<file path="src/design/latr_pkg.sv">
// Package with register map, field layout and types of the lane alarm and offset trim bank
package latr_pkg;

  // ----------------------------------------------------------------
  // Register map
  // ----------------------------------------------------------------
  localparam logic [11:0] LATR_ADDR_LANE_ALARM = 12'h2C4;
  localparam logic [11:0] LATR_ADDR_OFS_CORE0 = 12'h330;
  localparam logic [11:0] LATR_ADDR_OFS_CORE1 = 12'h332;
  localparam logic [11:0] LATR_ADDR_OFS_CORE2A = 12'h334;
  localparam logic [11:0] LATR_ADDR_SUMMARY = 12'h2C0;
  localparam logic [11:0] LATR_ADDR_CAL_CTRL = 12'h2D0;
  localparam logic [11:0] LATR_ADDR_CAL_STAT = 12'h2D2;

  // ----------------------------------------------------------------
  // Field layout and reset values
  // ----------------------------------------------------------------
  localparam int LATR_LANES = 8;
  localparam int LATR_TRIM_W = 12;
  localparam int LATR_TRIMS = 3;
  localparam int LATR_SUMMARY_BIT = 5;
  localparam int LATR_OFFSET_CAL_ENABLE_BIT = 0;
  localparam int LATR_BACKGROUND_CAL_ENABLE_BIT = 1;
  localparam int LATR_BACKGROUND_OFFSET_CAL_ENABLE_BIT = 2;
  localparam int LATR_FOREGROUND_CAL_DONE_BIT = 0;
  localparam int LATR_OS_BUSY_BIT = 1;
  localparam int LATR_ACC_VIOL_BIT = 2;
  localparam logic [7:0] LATR_LANE_ALARM_RST = 8'hFF;
  localparam logic [15:0] LATR_SUMMARY_RST = 16'h0020;
  localparam logic [2:0] LATR_CAL_CTRL_RST = 3'h0;

  // Register bus request
  typedef struct packed {
    logic [11:0] addr;
    logic [15:0] wdata;
    logic wr;
    logic rd;
  } latr_bus_s;

  // Calibration configuration bits
  typedef struct packed {
    logic bgos;
    logic bg;
    logic os;
  } latr_cal_s;

  typedef logic [LATR_TRIM_W-1:0] latr_trim_t;

  // Trim slot decode, used by write and read paths
  function automatic logic [1:0] latr_trim_slot(input logic [11:0] addr);
    logic [1:0] slot;
    slot = 2'h3;
    if (addr == LATR_ADDR_OFS_CORE0)
      slot = 2'h0;
    else if (addr == LATR_ADDR_OFS_CORE1)
      slot = 2'h1;
    else if (addr == LATR_ADDR_OFS_CORE2A)
      slot = 2'h2;
    return slot;
  endfunction

endpackage

</file>
<file path="src/design/latr_regs.sv">
// Lane FIFO alarm and offset trim register bank
`timescale 1ns/1ps
module latr_regs
  import latr_pkg::*;
(
  // Clock and reset
  input wire logic mclk,
  input wire logic arst_n,
  // Register port
  input wire logic [11:0] reg_addr,
  input wire logic [15:0] reg_wdata,
  input wire logic reg_wr,
  input wire logic reg_rd,
  output logic [15:0] reg_rdata,
  // Lane FIFO events and lane activity
  input wire logic [LATR_LANES-1:0] lane_fifo_fault,
  input wire logic [LATR_LANES-1:0] lane_active,
  // Fuse memory
  input wire logic fuse_valid,
  input wire latr_trim_t fuse_trim [LATR_TRIMS],
  // Calibration engine
  input wire logic offset_cal_running,
  input wire logic foreground_cal_done,
  output latr_cal_s cal_cfg,
  output logic spare_offset_in_fg,
  // Converter core trims
  input wire logic core2_on_input_a,
  output latr_trim_t offset_trim_core0,
  output latr_trim_t offset_trim_core1,
  output latr_trim_t offset_trim_core2_input_a,
  output logic core2_input_a_trim_valid,
  // Summary alarm level
  output logic fifo_alarm_summary
);

  // ----------------------------------------------------------------
  // Reset release
  // ----------------------------------------------------------------
  logic rst_meta_reg;
  logic rst_n;

  // Two-stage release of the asynchronous reset
  always_ff @(posedge mclk or negedge arst_n)
  begin
    if (!arst_n)
    begin
      rst_meta_reg <= 1'b0;
      rst_n <= 1'b0;
    end
    else
    begin
      rst_meta_reg <= 1'b1;
      rst_n <= rst_meta_reg;
    end
  end

  // ----------------------------------------------------------------
  // Bus decode
  // ----------------------------------------------------------------
  latr_bus_s bus;
  logic [1:0] wr_slot;
  logic [1:0] rd_slot;
  logic wr_lane;
  logic wr_summary;
  logic wr_cal;
  logic trim_locked;

  // Request bundle and address decode
  assign bus = '{addr: reg_addr, wdata: reg_wdata, wr: reg_wr, rd: reg_rd};
  assign wr_slot = latr_trim_slot(bus.addr);
  assign rd_slot = latr_trim_slot(bus.addr);
  assign wr_lane = bus.wr && bus.addr == LATR_ADDR_LANE_ALARM;
  assign wr_summary = bus.wr && bus.addr == LATR_ADDR_SUMMARY;
  assign wr_cal = bus.wr && bus.addr == LATR_ADDR_CAL_CTRL;

  // ----------------------------------------------------------------
  // Calibration configuration
  // ----------------------------------------------------------------
  latr_cal_s cal_reg;
  logic fg_seen_reg;
  logic viol_reg;

  // Software-written calibration enables
  always_ff @(posedge mclk or negedge rst_n)
  begin
    if (!rst_n)
      cal_reg <= LATR_CAL_CTRL_RST;
    else if (wr_cal)
      cal_reg <= '{bgos: bus.wdata[LATR_BACKGROUND_OFFSET_CAL_ENABLE_BIT], bg: bus.wdata[LATR_BACKGROUND_CAL_ENABLE_BIT],
                   os: bus.wdata[LATR_OFFSET_CAL_ENABLE_BIT]};
  end

  assign cal_cfg = cal_reg;

  // Spare cores get foreground offset cal when os and bg are on and bgos is off
  assign spare_offset_in_fg = cal_reg.os && cal_reg.bg && !cal_reg.bgos;

  // Foreground done latch, restarted by any configuration write unless done arrives in the same cycle
  always_ff @(posedge mclk or negedge rst_n)
  begin
    if (!rst_n)
      fg_seen_reg <= 1'b0;
    else if (foreground_cal_done)
      fg_seen_reg <= 1'b1;
    else if (wr_cal)
      fg_seen_reg <= 1'b0;
  end

  // Trim access window: engine busy, awaiting foreground done, or full background
  always_comb
  begin
    trim_locked = offset_cal_running;
    if (cal_reg.os && (!cal_reg.bg || !cal_reg.bgos) && !fg_seen_reg)
      trim_locked = 1'b1;
    if (cal_reg.os && cal_reg.bg && cal_reg.bgos)
      trim_locked = 1'b1;
    if (!cal_reg.os)
      trim_locked = offset_cal_running;
  end

  // Sticky flag of a trim access in a locked window, write one clears
  always_ff @(posedge mclk or negedge rst_n)
  begin
    if (!rst_n)
      viol_reg <= 1'b0;
    else if ((bus.wr || bus.rd) && wr_slot != 2'h3 && trim_locked)
      viol_reg <= 1'b1;
    else if (bus.wr && bus.addr == LATR_ADDR_CAL_STAT && bus.wdata[LATR_ACC_VIOL_BIT])
      viol_reg <= 1'b0;
  end

  // ----------------------------------------------------------------
  // Lane alarms
  // ----------------------------------------------------------------
  logic [LATR_LANES-1:0] lane_alarm_reg;
  logic summary_reg;
  logic summary_clear;

  assign summary_clear = wr_summary && bus.wdata[LATR_SUMMARY_BIT];

  // Per-lane sticky bits, a fault in the clearing cycle wins
  genvar l;
  generate
    for (l = 0; l < LATR_LANES; l++)
    begin : g_lane
      always_ff @(posedge mclk or negedge rst_n)
      begin
        if (!rst_n)
          lane_alarm_reg[l] <= LATR_LANE_ALARM_RST[l];
        else if (lane_fifo_fault[l])
          lane_alarm_reg[l] <= 1'b1;
        else if (summary_clear)
          lane_alarm_reg[l] <= 1'b0;
        else if (wr_lane && bus.wdata[l])
          lane_alarm_reg[l] <= 1'b0;
      end
    end
  endgenerate

  // Summary bit from any active lane fault
  always_ff @(posedge mclk or negedge rst_n)
  begin
    if (!rst_n)
      summary_reg <= LATR_SUMMARY_RST[LATR_SUMMARY_BIT];
    else if (|(lane_fifo_fault & lane_active))
      summary_reg <= 1'b1;
    else if (summary_clear)
      summary_reg <= 1'b0;
  end

  assign fifo_alarm_summary = summary_reg;

  // ----------------------------------------------------------------
  // Offset trims
  // ----------------------------------------------------------------
  logic fuse_seen_reg;
  logic fuse_load;
  latr_trim_t trim_rd;
  latr_trim_t trim [LATR_TRIMS];

  // Single fuse copy after reset release
  always_ff @(posedge mclk or negedge rst_n)
  begin
    if (!rst_n)
      fuse_seen_reg <= 1'b0;
    else if (fuse_valid)
      fuse_seen_reg <= 1'b1;
  end

  assign fuse_load = fuse_valid && !fuse_seen_reg;

  // Reserved bits 15:12 are not stored
  latr_trim_mem u_trim_mem (
    .mclk(mclk),
    .rst_n(rst_n),
    .fuse_load(fuse_load),
    .fuse_trim(fuse_trim),
    .wr_en(bus.wr && wr_slot != 2'h3),
    .wr_slot(wr_slot),
    .wr_data(bus.wdata[LATR_TRIM_W-1:0]),
    .rd_slot(rd_slot),
    .rd_data(trim_rd),
    .trim(trim)
  );

  // Trim outputs to the converter cores
  assign offset_trim_core0 = trim[0];
  assign offset_trim_core1 = trim[1];
  assign offset_trim_core2_input_a = trim[2];
  assign core2_input_a_trim_valid = core2_on_input_a;

  // ----------------------------------------------------------------
  // Read path
  // ----------------------------------------------------------------
  logic rd_trim_reg;
  logic [15:0] rd_other_reg;

  // Non-trim read word registered; unmapped reads return zero
  always_ff @(posedge mclk or negedge rst_n)
  begin
    if (!rst_n)
    begin
      rd_trim_reg <= 1'b0;
      rd_other_reg <= 16'h0000;
    end
    else
    begin
      rd_trim_reg <= bus.rd && rd_slot != 2'h3;
      rd_other_reg <= 16'h0000;
      if (bus.rd)
      begin
        unique case (bus.addr)
          LATR_ADDR_LANE_ALARM: rd_other_reg <= {8'h00, lane_alarm_reg};
          LATR_ADDR_SUMMARY: rd_other_reg <= 16'(summary_reg) << LATR_SUMMARY_BIT;
          LATR_ADDR_CAL_CTRL: rd_other_reg <= {13'h0000, cal_reg.bgos, cal_reg.bg, cal_reg.os};
          LATR_ADDR_CAL_STAT: rd_other_reg <= {13'h0000, viol_reg, offset_cal_running,
                                               fg_seen_reg};
          default: rd_other_reg <= 16'h0000;
        endcase
      end
    end
  end

  // Data stands only in the cycle after the read strobe
  assign reg_rdata = rd_trim_reg ? {4'h0, trim_rd} : rd_other_reg;

endmodule

</file>
<file path="src/design/latr_trim_mem.sv">
// Three-word offset trim store with fuse load and registered read data
`timescale 1ns/1ps
module latr_trim_mem
  import latr_pkg::*;
(
  // Clock and reset
  input wire logic mclk,
  input wire logic rst_n,
  // Fuse load
  input wire logic fuse_load,
  input wire latr_trim_t fuse_trim [LATR_TRIMS],
  // Write port
  input wire logic wr_en,
  input wire logic [1:0] wr_slot,
  input wire latr_trim_t wr_data,
  // Read port
  input wire logic [1:0] rd_slot,
  output latr_trim_t rd_data,
  // Live values to the converter cores
  output latr_trim_t trim [LATR_TRIMS]
);

  // ----------------------------------------------------------------
  // Storage
  // ----------------------------------------------------------------
  latr_trim_t mem_reg [LATR_TRIMS];
  latr_trim_t rd_reg;

  // One word per core; fuse load overrides a software write
  genvar g;
  generate
    for (g = 0; g < LATR_TRIMS; g++)
    begin : g_word
      always_ff @(posedge mclk or negedge rst_n)
      begin
        if (!rst_n)
          mem_reg[g] <= '0;
        else if (fuse_load)
          mem_reg[g] <= fuse_trim[g];
        else if (wr_en && wr_slot == 2'(g))
          mem_reg[g] <= wr_data;
      end
      assign trim[g] = mem_reg[g];
    end
  endgenerate

  // Registered read word
  always_ff @(posedge mclk or negedge rst_n)
  begin
    if (!rst_n)
      rd_reg <= '0;
    else if (rd_slot < 2'(LATR_TRIMS))
      rd_reg <= mem_reg[rd_slot];
    else
      rd_reg <= '0;
  end

  assign rd_data = rd_reg;

endmodule

</file>
<file path="config.mk">
export PLATFORM = sky130hd
export DESIGN_NAME = latr_regs
export DESIGN_NICKNAME = d
export VERILOG_FILES = /design/src/design/latr_pkg.sv /design/src/design/latr_regs.sv /design/src/design/latr_trim_mem.sv
export SDC_FILE = /design/constraint.sdc
export NUM_CORES = 1
export LEC_CHECK = 0
export BUFFER_PORTS_ARGS = -buffer_cell sky130_fd_sc_hd__buf_4
export CORE_AREA = 3 3 95 97
export CTS_CLUSTER_SIZE = 24
export DETAILED_ROUTE_END_ITERATION = 16
export DIE_AREA = 0 0 98 100
export GPL_TIMING_DRIVEN = 0
export PLACE_DENSITY = 0.74
export SETUP_SLACK_MARGIN = 0.15
export SYNTH_ARGS = -nofsm -noshare
export SYNTH_HDL_FRONTEND = slang
export SYNTH_SLANG_ARGS = --single-unit
export TNS_END_PERCENT = 30
</file>
<file path="constraint.sdc">
create_clock -name mclk -period 4.8 [get_ports mclk]
set_clock_uncertainty 0.15 [all_clocks]
set_input_delay 0.96 -clock mclk [delete_from_list [all_inputs] [get_ports mclk]]
set_output_delay 0.96 -clock mclk [all_outputs]
set_load 0.02 [all_outputs]
</file>
==> summary by stage, run 1 <==
Floorplan
The die is about 100 µm tall. The full die area is between 9000 and 10000 µm². The area of the core is a little over 8000 µm². The floorplan die width is 98 µm. The count of standard-cell rows is 33. The number of ports placed on the die boundary is roughly 150.

Once the floorplan was initialized, standard cells occupied between 40% and 50% of the core.

Final layout
With fillers left out, the area of the finished cells amounts to just over 5000 µm². The diode insertion count for antenna repair is 0. The layout net count is between 500 and 600.

Cells with a size suffix above 1 make up 44.4% of the layout. The area growth from synthesis to layout is 36.6%. The flip-flop count of the largest register, all copies and words added is 36.

Timing
The slew at the pin closest to its max-slew limit is 1.09 ns. Setup violations remaining at the end of the flow were counted as 0. The number of hold-slack violations in the final timing report was 0. The final-report max-slew violation count is 0. In the final timing run, aggregate negative setup slack is 0 ns.

The highest attainable clock frequency is about 340 MHz. Subtracting the final worst setup slack from the clock period gives 2.91 ns. The share of the cycle needed by the critical path after routing is between 60 and 70%. The worst pin sits at a relative slew slack of 26.4%. Setup repair after global routing left no endpoint under its margin.

Placed design
The number of buffer cells added on primary ports is between 100 and 150. The post-DP HPWL is just over 8000 µm. The global placement routability congestion is around 0.9. The post-place instance area is slightly below 5000 µm².

Clock tree
The root cell of the clock tree is sky130_fd_sc_hd__clkbuf_8. The number of clock sinks seen by CTS is 74. The later-pin clock latency in the skew report is about 0.34 ns.

The number of levels the H-tree was split into is 3. The count of cells resized by post-cts repair is 0. The number of buffers added by the clock tree synthesis step is 9. The total setup buffers inserted after CTS is 0. The number of buffers on the longest clock path is 2.

The clock slew at the register clock pins of the worst setup and hold paths is 0.08 ns. The hold buffer count at CTS is 0. TritonCTS built the clock tree.

Setup path
The critical path is of the register to output port type. STA classifies the critical path startpoint as a register. The startpoint of the worst-slack reg-to-reg timing path is fuse_seen_reg. The most critical setup path has its endpoint at reg_rdata[5]. For flop-to-flop paths, the worst setup slack is between 2 and 3 ns. The worst setup path is captured at an output port. The start point of the critical path is rd_trim_reg. The worst register-to-register path ends at u_trim_mem.trim[6]. The maximum fanout encountered on the critical timing path is 10. For the worst flop-to-flop path, the logic depth is 6.

For the worst setup path, the data required time is 3.69 ns. The arrival time at the worst endpoint is ~1.8 ns.

Synthesis
The most frequent cell after synthesis is sky130_fd_sc_hd__nand2_1. Ranked by total cell area, the synthesized netlist is headed by sky130_fd_sc_hd__dfrtp_1 (44%), sky130_fd_sc_hd__mux2_2 (13%), sky130_fd_sc_hd__nand2_1 (9.7%). Sequential elements use around 50% of the synthesized area.

The number of distinct library cell variants in the gate-level netlist after synthesis is 50. The share of flip-flops with an asynchronous set or reset after synthesis is 100%. After synthesis the cells add up to 3700 µm². The flip-flop cell with the highest count after synthesis is sky130_fd_sc_hd__dfrtp_1. Sorting the synthesized cells by how often they occur yields sky130_fd_sc_hd__nand2_1 (96), sky130_fd_sc_hd__dfrtp_1 (65), sky130_fd_sc_hd__mux2_2 (44). The number of standard cells after synthesis is ~350. The cell taking the most area after synthesis is sky130_fd_sc_hd__dfrtp_1.

The top cell type by area accounts for between 40% and 50% of the synthesized area. The synthesized design contains 0 enable-type register cells. Counting flops and latches in the post-synthesis netlist gives 74. The average instance area after synthesis is between 10 and 15 µm².

The Yosys step of the flow raised 0 warnings.

GRT
The number of antenna violations at the first check in global routing came to 0. Entering global routing, the biggest net connects 73 pins. The number of global-route vias before repair was 3287. The total overflow reported by the global router is 0. The first global-routing pass estimated 16900 µm of wire.

The total routing resource utilization after global routing is around 22%.

Routing
Dividing the detail-routed via count by the number of cells gives 5.33. The DRC violation count after routing is 0. The post-detailed-route wirelength per cell is around 18 µm. For this run, the detailed router's first-pass iteration total came to 4. For this block, the routed nets add up to approximately 11000 µm of wire. The DRC marker count from the first detailed-route iteration is about 130. The total number of vias is between 3000 and 4000. Once detail routing completed, the nets flagged for antenna violations numbered 0.

Status
The run finished with clean final reports.

Hold path
The class of the tightest hold or removal check is register to register.

Pwr
The maximum vdd drop is between 0.1 and 0.15 mV. The leakage dissipation is between 0.002 and 0.003 µW. The power density relative to cell area is about 300 nW/µm².

Flow run
Across the run, the number of max-cap violations was 0.
## worst min path at each step
stage                       from  endpoint  slack (ns)  depth (start not counted)
global placement    rst_meta_reg     rst_n        0.19                          0
finish              rst_meta_reg     rst_n        0.21                          0
global route              arst_n     rst_n        0.21                          1
detailed placement  rst_meta_reg     rst_n        0.19                          0
floorplan           rst_meta_reg     rst_n        0.18                          0
CTS                 rst_meta_reg     rst_n        0.21                          0
## cells by family (layout without fill, tap and decap cells)
family	count (synthesis)	after routing	synth area share, %
flops	74	74	50.3
buf+inv	26	174	3.51
other cells	2	5	0.203
simple gates	145	145	20.2
mux	49	49	14.8
compound gates	53	53	11.0
## cell usage in the layout, fill, tap and decap left out, drive strengths merged, types with 2 or more instances in the layout
| cell | Yosys | final |
|---|---|---|
| dfstp | 9 | 9 |
| and2 | 8 | 8 |
| a21o | 10 | 10 |
| inv | 4 | 5 |
| conb | 2 | 5 |
| bufinv | 0 | 2 |
| mux2 | 46 | 46 |
| nor2 | 7 | 7 |
| a22o | 12 | 12 |
| nand2 | 96 | 96 |
| nand4 | 3 | 3 |
| a21oi | 4 | 4 |
| nor4b | 3 | 3 |
| nor2b | 2 | 2 |
| a31o | 8 | 8 |
| clkinv | 0 | 2 |
| nand2b | 2 | 2 |
| o2bb2ai | 2 | 2 |
| a22oi | 6 | 6 |
| buf | 12 | 144 |
| nand3 | 4 | 4 |
| o21ai | 4 | 4 |
| clkbuf | 10 | 20 |
| dfrtp | 65 | 65 |
| nor4 | 7 | 7 |
| mux2i | 3 | 3 |
| nand3b | 3 | 3 |
## through the flow
stage	utilization (%)	total power, µW	setup slack [ns]	cells	hold WS [ns]
global placement	58.9	974	1.65	589	0.189
floorplan	-	832	2.06	352	0.181
global route	61.6	1560	1.80	605	0.210
finish	61.6	1500	1.89	605	0.210
CTS	61.6	1510	1.85	605	0.213
detailed placement	58.9	981	1.82	589	0.190
## per-layer routing
| layer | global-route usage, % | up-vias | wire [µm] |
|---|---|---|---|
| met5 | 0 | - | 0 |
| met4 | 7.88 | 0 | 157 |
| met3 | 4.38 | 10 | 800 |
| met2 | 39.4 | 129 | 5550 |
| met1 | 27.1 | 1578 | 4320 |
| li1 | - | 1510 | - |
## area by class of cell
class / instances / area (µm²)
fillers: 705 / 3160
inverters: 4 / 15.0
plain buffers: 22 / 115
clock inverters: 6 / 90.1
flip-flops and latches: 74 / 1870
well taps: 105 / 131
repair buffers: 132 / 991
multi-input cells: 252 / 1720
clock buffers: 10 / 128
## power by group
part	leakage (µW)	switching, µW	total [µW]	internal, µW
clock network	0.000107	237	531	295
logic	0.00148	123	257	134
registers	0.000934	46.0	710	664
## worst max-delay path, cell delays in order (launching register included)
cell and delay (ns):
sky130_fd_sc_hd__dfrtp_1 0.39, sky130_fd_sc_hd__buf_1 0.50, sky130_fd_sc_hd__mux2_2 0.41, sky130_fd_sc_hd__buf_4 0.16
Note: power is estimated with default switching activity, not from simulation.
==> run 2, diff against run 1 <==
==> constraint.sdc (replaced) <==
create_clock -name mclk -period 2.68 [get_ports mclk]
set_clock_uncertainty 0.15 [all_clocks]
set_input_delay 0.536 -clock mclk [delete_from_list [all_inputs] [get_ports mclk]]
set_output_delay 0.536 -clock mclk [all_outputs]
set_load 0.02 [all_outputs]
==> summary by stage, run 2 (synthesis results as in run 1) <==
Status
The run finished with clean final reports.

Setup path
On the worst path, the slowest cell contributes a delay of about 0.39 ns. Data on the critical path is required at its endpoint by slightly below 2 ns. The worst setup path is captured at an output port. The arrival time at the worst endpoint is about 1.6 ns.

Among all stages on the critical path, the largest delay is contributed by sky130_fd_sc_hd__dfrtp_1. Across all register-to-register paths, the minimum setup slack is approximately 0.74 ns. Traced cell by cell, the critical path runs through buf_2 -> mux2_2 -> buf_4. STA classifies the critical path startpoint as a register.

By startpoint and endpoint, the worst setup path is classified as register to output port. The maximum fanout encountered on the critical timing path is 10.

Final layout
In the layout the commonest cells are sky130_fd_sc_hd__buf_4 (139), sky130_fd_sc_hd__nand2_1 (96), sky130_fd_sc_hd__dfrtp_1 (64). The filler cells instantiated in the layout total approximately 700. The area growth from synthesis to layout is 36.9%. The leading cell type in the layout, fill and taps excluded is sky130_fd_sc_hd__buf_4. The area taken by multi-input logic gates is 1720 µm².

The flip-flop count of the largest register, all copies and words added is 36. The layout net count is 584. The post-route netlist has between 40% and 50% of its cells at a drive strength greater than 1. Summing all flip-flop and latch instances after layout gives about 1900 µm². Cells fill 61.7% of the core in the end. The diode insertion count for antenna repair is 0.

Clock tree
The H-tree generated during clock tree synthesis spans 3 levels. The later-pin clock latency in the skew report is 0.34 ns. The clock drives 74 sinks. The number of buffers on the longest clock path is 2. The total setup buffers inserted after CTS is 0. The number of buffers added by the clock tree synthesis step is 9. After clock tree synthesis, the clock-pin slew on the worst setup and hold paths is 0.08 ns. The root cell of the clock tree is sky130_fd_sc_hd__clkbuf_8. TritonCTS built the clock tree.

Timing
The number of failing setup endpoints in the final timing report is 0. The share of the cycle needed by the critical path after routing is approximately 83%. The final setup slack of the worst path is 0.443 ns. The slew at the pin closest to its max-slew limit is about 1.1 ns. Based on the critical path, the design can be clocked at up to between 400 and 500 MHz.

After layout, the minimum clock period comes to about 2.2 ns. The relative slew slack is between 20% and 30%. The worst slack on hold paths is between 0.2 and 0.25 ns. The number of hold-slack violations in the final timing report came to 0. Setup repair after global routing left no endpoint under its margin. In the final timing run, aggregate negative setup slack is 0 ns. The final-report max-slew violation count is 0.

Pwr
The power density relative to cell area is ~530 nW/µm². The worst-case IR drop observed on VDD is 0.254 mV. After layout, the design draws a total of 2690 µW.

The leakage dissipation is approximately 0.0025 µW.

Placed design
The worst setup timing slack at the placement stage is 0.122 ns. The post-DP HPWL is between 8000 and 9000 µm. At the end of routability-driven placement, the weighted congestion stood at roughly 0.88.

The number of buffer cells added on primary ports is 132.

GRT
The pin count of the biggest net entering global routing is between 70 and 80. The number of global-route vias before repair is roughly 3300. The number of antenna violations at the first check in global routing is 0. The total routing resource utilization after global routing is between 20% and 30%. The first-pass GRT wire length is roughly 17000 µm. After global routing the overflow that remains totals 0.

Routing
The first detailed-routing pass took 4 iterations. The total wire length after detailed routing is 10800 µm. The post-detailed-route wirelength per cell is between 15 and 20 µm. The DRC violation count after routing is 0. After detailed routing, the number of vias per cell comes to between 5 and 6.

The DRC marker count from the first detailed-route iteration is 109. The detailed router placed between 3000 and 4000 vias in this run. The count of antenna-violating nets left after detailed routing is 0.

Floorplan
The count of standard-cell rows is 33. The number of ports placed on the die boundary is 146. The full die area is between 9000 and 10000 µm².

The initial utilization of the core area, before any placement, comes to 45.1%. The chip height is roughly 100 µm. The floorplan die width is 98 µm. The area of the core is approximately 8200 µm².

Flow run
Max-cap violations in this run came to 0.

Hold path
The class of the tightest hold or removal check is register to register.
[run 2: cell types whose count changed in the layout (fill, tap and decap cells not counted), sizes merged]
| cell | change |
|---|---|
| dlygate4sd3 | +1 |
[run 2: final cells by class]
type	count	area share, %
Tap cell	105	2.59
Buffer	22	2.29
Inverter	4	0.296
Clock inverter	6	1.78
Clock buffer	10	2.52
Sequential cell	74	36.8
Multi-Input combinational cell	252	34.0
Timing Repair Buffer	133	19.7
[run 2: power breakdown]
group	internal [µW]	switching [µW]	leakage, µW	total [µW]
logic	241	221	0.00149	462
clock network	528	427	0.000107	955
registers	1190	82.7	0.000934	1270
[run 2: metal layers]
| layer | GRT usage [%] | wire, µm |
|---|---|---|
| met3 | 4.38 | 704 |
| met2 | 39.5 | 5540 |
| met5 | 0 | 0 |
| met1 | 27.1 | 4420 |
| met4 | 7.88 | 172 |
[run 2: worst paths after layout]
kind                          startpoint             endpoint  depth (start not counted)
setup / recovery             rd_trim_reg         reg_rdata[5]                          3
hold / removal              rst_meta_reg                rst_n                          0
setup reg to reg           fuse_seen_reg   u_trim_mem.trim[6]                          6
hold reg to reg             rst_meta_reg                rst_n                          0
max in group asynchronous          rst_n           cal_cfg[2]                          0
min in group asynchronous          rst_n  u_trim_mem.trim[17]                          0
[run 2: timing repair]
action                     4_1_cts  5_1_grt
resized for setup                1        0
hold buffers                     1        0
setup endpoints to repair        1        0
hold endpoints to repair         2        0
[run 2: worst max-delay path: cells and delay by family, from the launching register on]
kind,cells,cell delay (ns)
buffers and inverters,2,0.44
DFF,1,0.39
muxes,1,0.38
[run 2: per-stage QoR]
step	instance area [µm²]	instances
floorplan	3720	352
CTS	5070	606
finish	5070	606
detailed placement	4840	589
global route	5070	606
global placement	4840	589
==> run 3, diff against run 2 <==
==> constraint.sdc (replaced) <==
create_clock -name mclk -period 2.3 [get_ports mclk]
set_clock_uncertainty 0.15 [all_clocks]
set_input_delay 0.46 -clock mclk [delete_from_list [all_inputs] [get_ports mclk]]
set_output_delay 0.46 -clock mclk [all_outputs]
set_load 0.02 [all_outputs]
==> summary by stage, run 3 (synthesis results as in run 1) <==
Placed design
The wire-length estimate of the detail-placed layout is ~8200 µm. Buffers placed on the I/O ports in this run total between 100 and 150. The global placement routability congestion is about 0.87.

Floorplan
In this run the vertical extent of the chip is approximately 100 µm. The floorplan die width is a little under 100 µm. around 150 I/O pins were placed. The full die area is 9800 µm². The area of the core is 8220 µm². Once the floorplan was initialized, standard cells occupied a little under half of the core.

The floorplan has 33 rows.

Setup path
The signal on the critical path passes through buf_4 -> nor3b_1 -> nand4_1 -> o21ai_0 -> buf_2 -> mux2_2. In this run the worst path has a maximum fanout of 10. The worst setup path is captured at a register. STA classifies the critical path startpoint as a primary input. The cell with the largest stage delay on the worst path is sky130_fd_sc_hd__o21ai_0. On the worst path, the slowest cell contributes a delay of just over 0.4 ns. Data on the critical path arrives at its endpoint at between 2 and 2.5 ns. The data required time of the worst path is around 2.4 ns. By startpoint and endpoint, the worst setup path is classified as primary input to register.

Pwr
The internal portion of the total power is approximately 2400 µW. The maximum vdd drop is 0.369 mV. The fraction of power consumed by sequential logic is between 40% and 50%. The analysis attributes to net switching a power of between 800 and 900 µW. Summed over all cells, the static leakage comes to roughly 0.0025 µW. Power comes to around 3200 µW.

Combinational logic is responsible for 16.8% of the overall power. The proportion of total power due to net switching is about a quarter. The clock network burns 37.2% of the power.

Power spread over the standard cell area amounts to approximately 630 nW/µm².

Routing
The number of iterations in the first detailed-routing pass is 4. The total wire length after detailed routing is roughly 11000 µm. For this run, design rule violations remaining after detail routing come to 0.

The detail route stage leaves a number of antenna-violating nets equal to 0. The total number of vias is 3240. The post-detailed-route wirelength per cell is ~18 µm.

The DRC marker count from the first detailed-route iteration is around 120. The routed via count divided by cell count is 5.34.

Clock tree
The H-tree generated during clock tree synthesis spans 3 levels. Clock tree synthesis found a total of 74 sinks. The number of buffers added by the clock tree synthesis step is 9.

Clock-pin slew was measured on the worst setup and hold paths at ~0.08 ns. Clock tree synthesis selected as its root buffer the cell sky130_fd_sc_hd__clkbuf_8. The clock passes through at most 2 buffers. The later-pin clock latency in the skew report is 0.34 ns. The TritonCTS clock tree is built.

GRT
The total overflow reported by the global router is 0. The number of global-route vias before repair is between 3000 and 4000. The first-pass GRT wire length is about 17000 µm. The pin count of the biggest net entering global routing is between 70 and 80. The number of antenna violations at the first check in global routing is 0. The total routing resource utilization after global routing is approximately 22%.

Timing
Setup repair after global routing could not meet its margin everywhere. The number of hold-slack violations in the final timing report is 0. Setup violations remaining at the end of the flow were counted as 0. On the final layout, the worst hold slack is about 0.17 ns. The smallest clock period supported by the final layout is computed as between 2 and 2.5 ns. The highest attainable clock frequency is approximately 470 MHz. The share of the cycle needed by the critical path after routing is about nine tenths. At the pin with the least slew margin, the transition time is 1.11 ns.

The final-report max-slew violation count is 0. The relative slew slack is 24.9%.

Final layout
The leading cell type in the layout, fill and taps excluded is sky130_fd_sc_hd__buf_4. In the layout the commonest cells are sky130_fd_sc_hd__buf_4 (141), sky130_fd_sc_hd__nand2_1 (96), sky130_fd_sc_hd__dfrtp_1 (64). Of the cells placed in the final design, the portion with a size suffix greater than 1 is around 45%. The flip-flop count of the largest register, all copies and words added is 36. The repair_antennas step left the layout with diodes totalling 0. The layout net count is just under 600. The area growth from synthesis to layout is 37.9%.

Status
The flow ran to the end, and the final reports show no timing, DRC or antenna violations.

Flow run
The max-capacitance violation count is 0.

Hold path
The class of the tightest hold or removal check is primary input to register.
==> run 3: changes by cell type in the layout (fill, tap and decap cells not counted), sizes merged <==
cell,change
buf,+1
bufinv,+1
clkbuf,+1
clkinvlp,-1
inv,-1
==> run 3: power groups by stage <==
stage,clock (µW),sequential (µW),combinational (µW)
after detailed placement,0,1510,539
after global routing,1270,1500,574
after global placement,0,1500,529
after floorplan,0,1590,148
after CTS,1210,1480,542
final,1200,1480,540
==> run 3: layout make-up <==
| type | count | area [µm²] |
|---|---|---|
| Sequential cell | 74 | 1870 |
| Multi-Input combinational cell | 252 | 1730 |
| Buffer | 22 | 119 |
| Fill cell | 690 | 3110 |
| Clock inverter | 5 | 104 |
| Timing Repair Buffer | 134 | 1010 |
| Tap cell | 105 | 131 |
| Clock buffer | 11 | 131 |
| Inverter | 4 | 15.0 |
==> run 3: per-layer routing <==
layer	share of wire, %	routed length [µm]	track usage [%]	vias up
met5	0	0	0	-
li1	-	-	-	1514
met1	39	4250	27.6	1569
met3	8.1	880	4.66	25
met4	3.3	361	10.4	0
met2	49	5350	37.3	132
==> run 3: worst max-delay path: cells and delay by family <==
kind	cells	cell delay, ns
AND/OR/NAND/NOR	2	0.45
buffers and inverters	2	0.49
multiplexers	1	0.38
AO/OA/AOI/OAI	1	0.41
==> run 3: final timing paths <==
check / slack, ns / to / depth (start not counted) / start
max reg2reg: 0.34 / u_trim_mem.trim[23] / 5 / fuse_seen_reg
max in group asynchronous: 1.09 / u_trim_mem.trim[31] / 0 / rst_n
max: 0.19 / u_trim_mem.trim[23] / 6 / reg_addr[11]
min reg2reg: 0.21 / rst_n / 0 / rst_meta_reg
min: 0.17 / fg_seen_reg / 2 / foreground_cal_done
min in group asynchronous: 0.27 / rst_n / 2 / arst_n
==> run 3: timing repair <==
item                       in CTS  in global routing
hold endpoints to repair        2                  0
buffers inserted                0                  1
pin swaps                       0                  1
hold buffers                    1                  0
setup endpoints to repair      10                 29
gates resized for setup         2                  2
==> run 3: stage by stage <==
step	setup TNS, ns	setup WS (ns)	instance area [µm²]	util [%]	instances
CTS	0	0.161	5090	62.0	606
floorplan	0	0.0634	3720	-	352
finish	0	0.193	5110	62.2	607
global placement	-5.39	-0.183	4840	58.9	589
detailed placement	-6.35	-0.193	4840	58.9	589
global route	0	0.104	5110	62.2	607
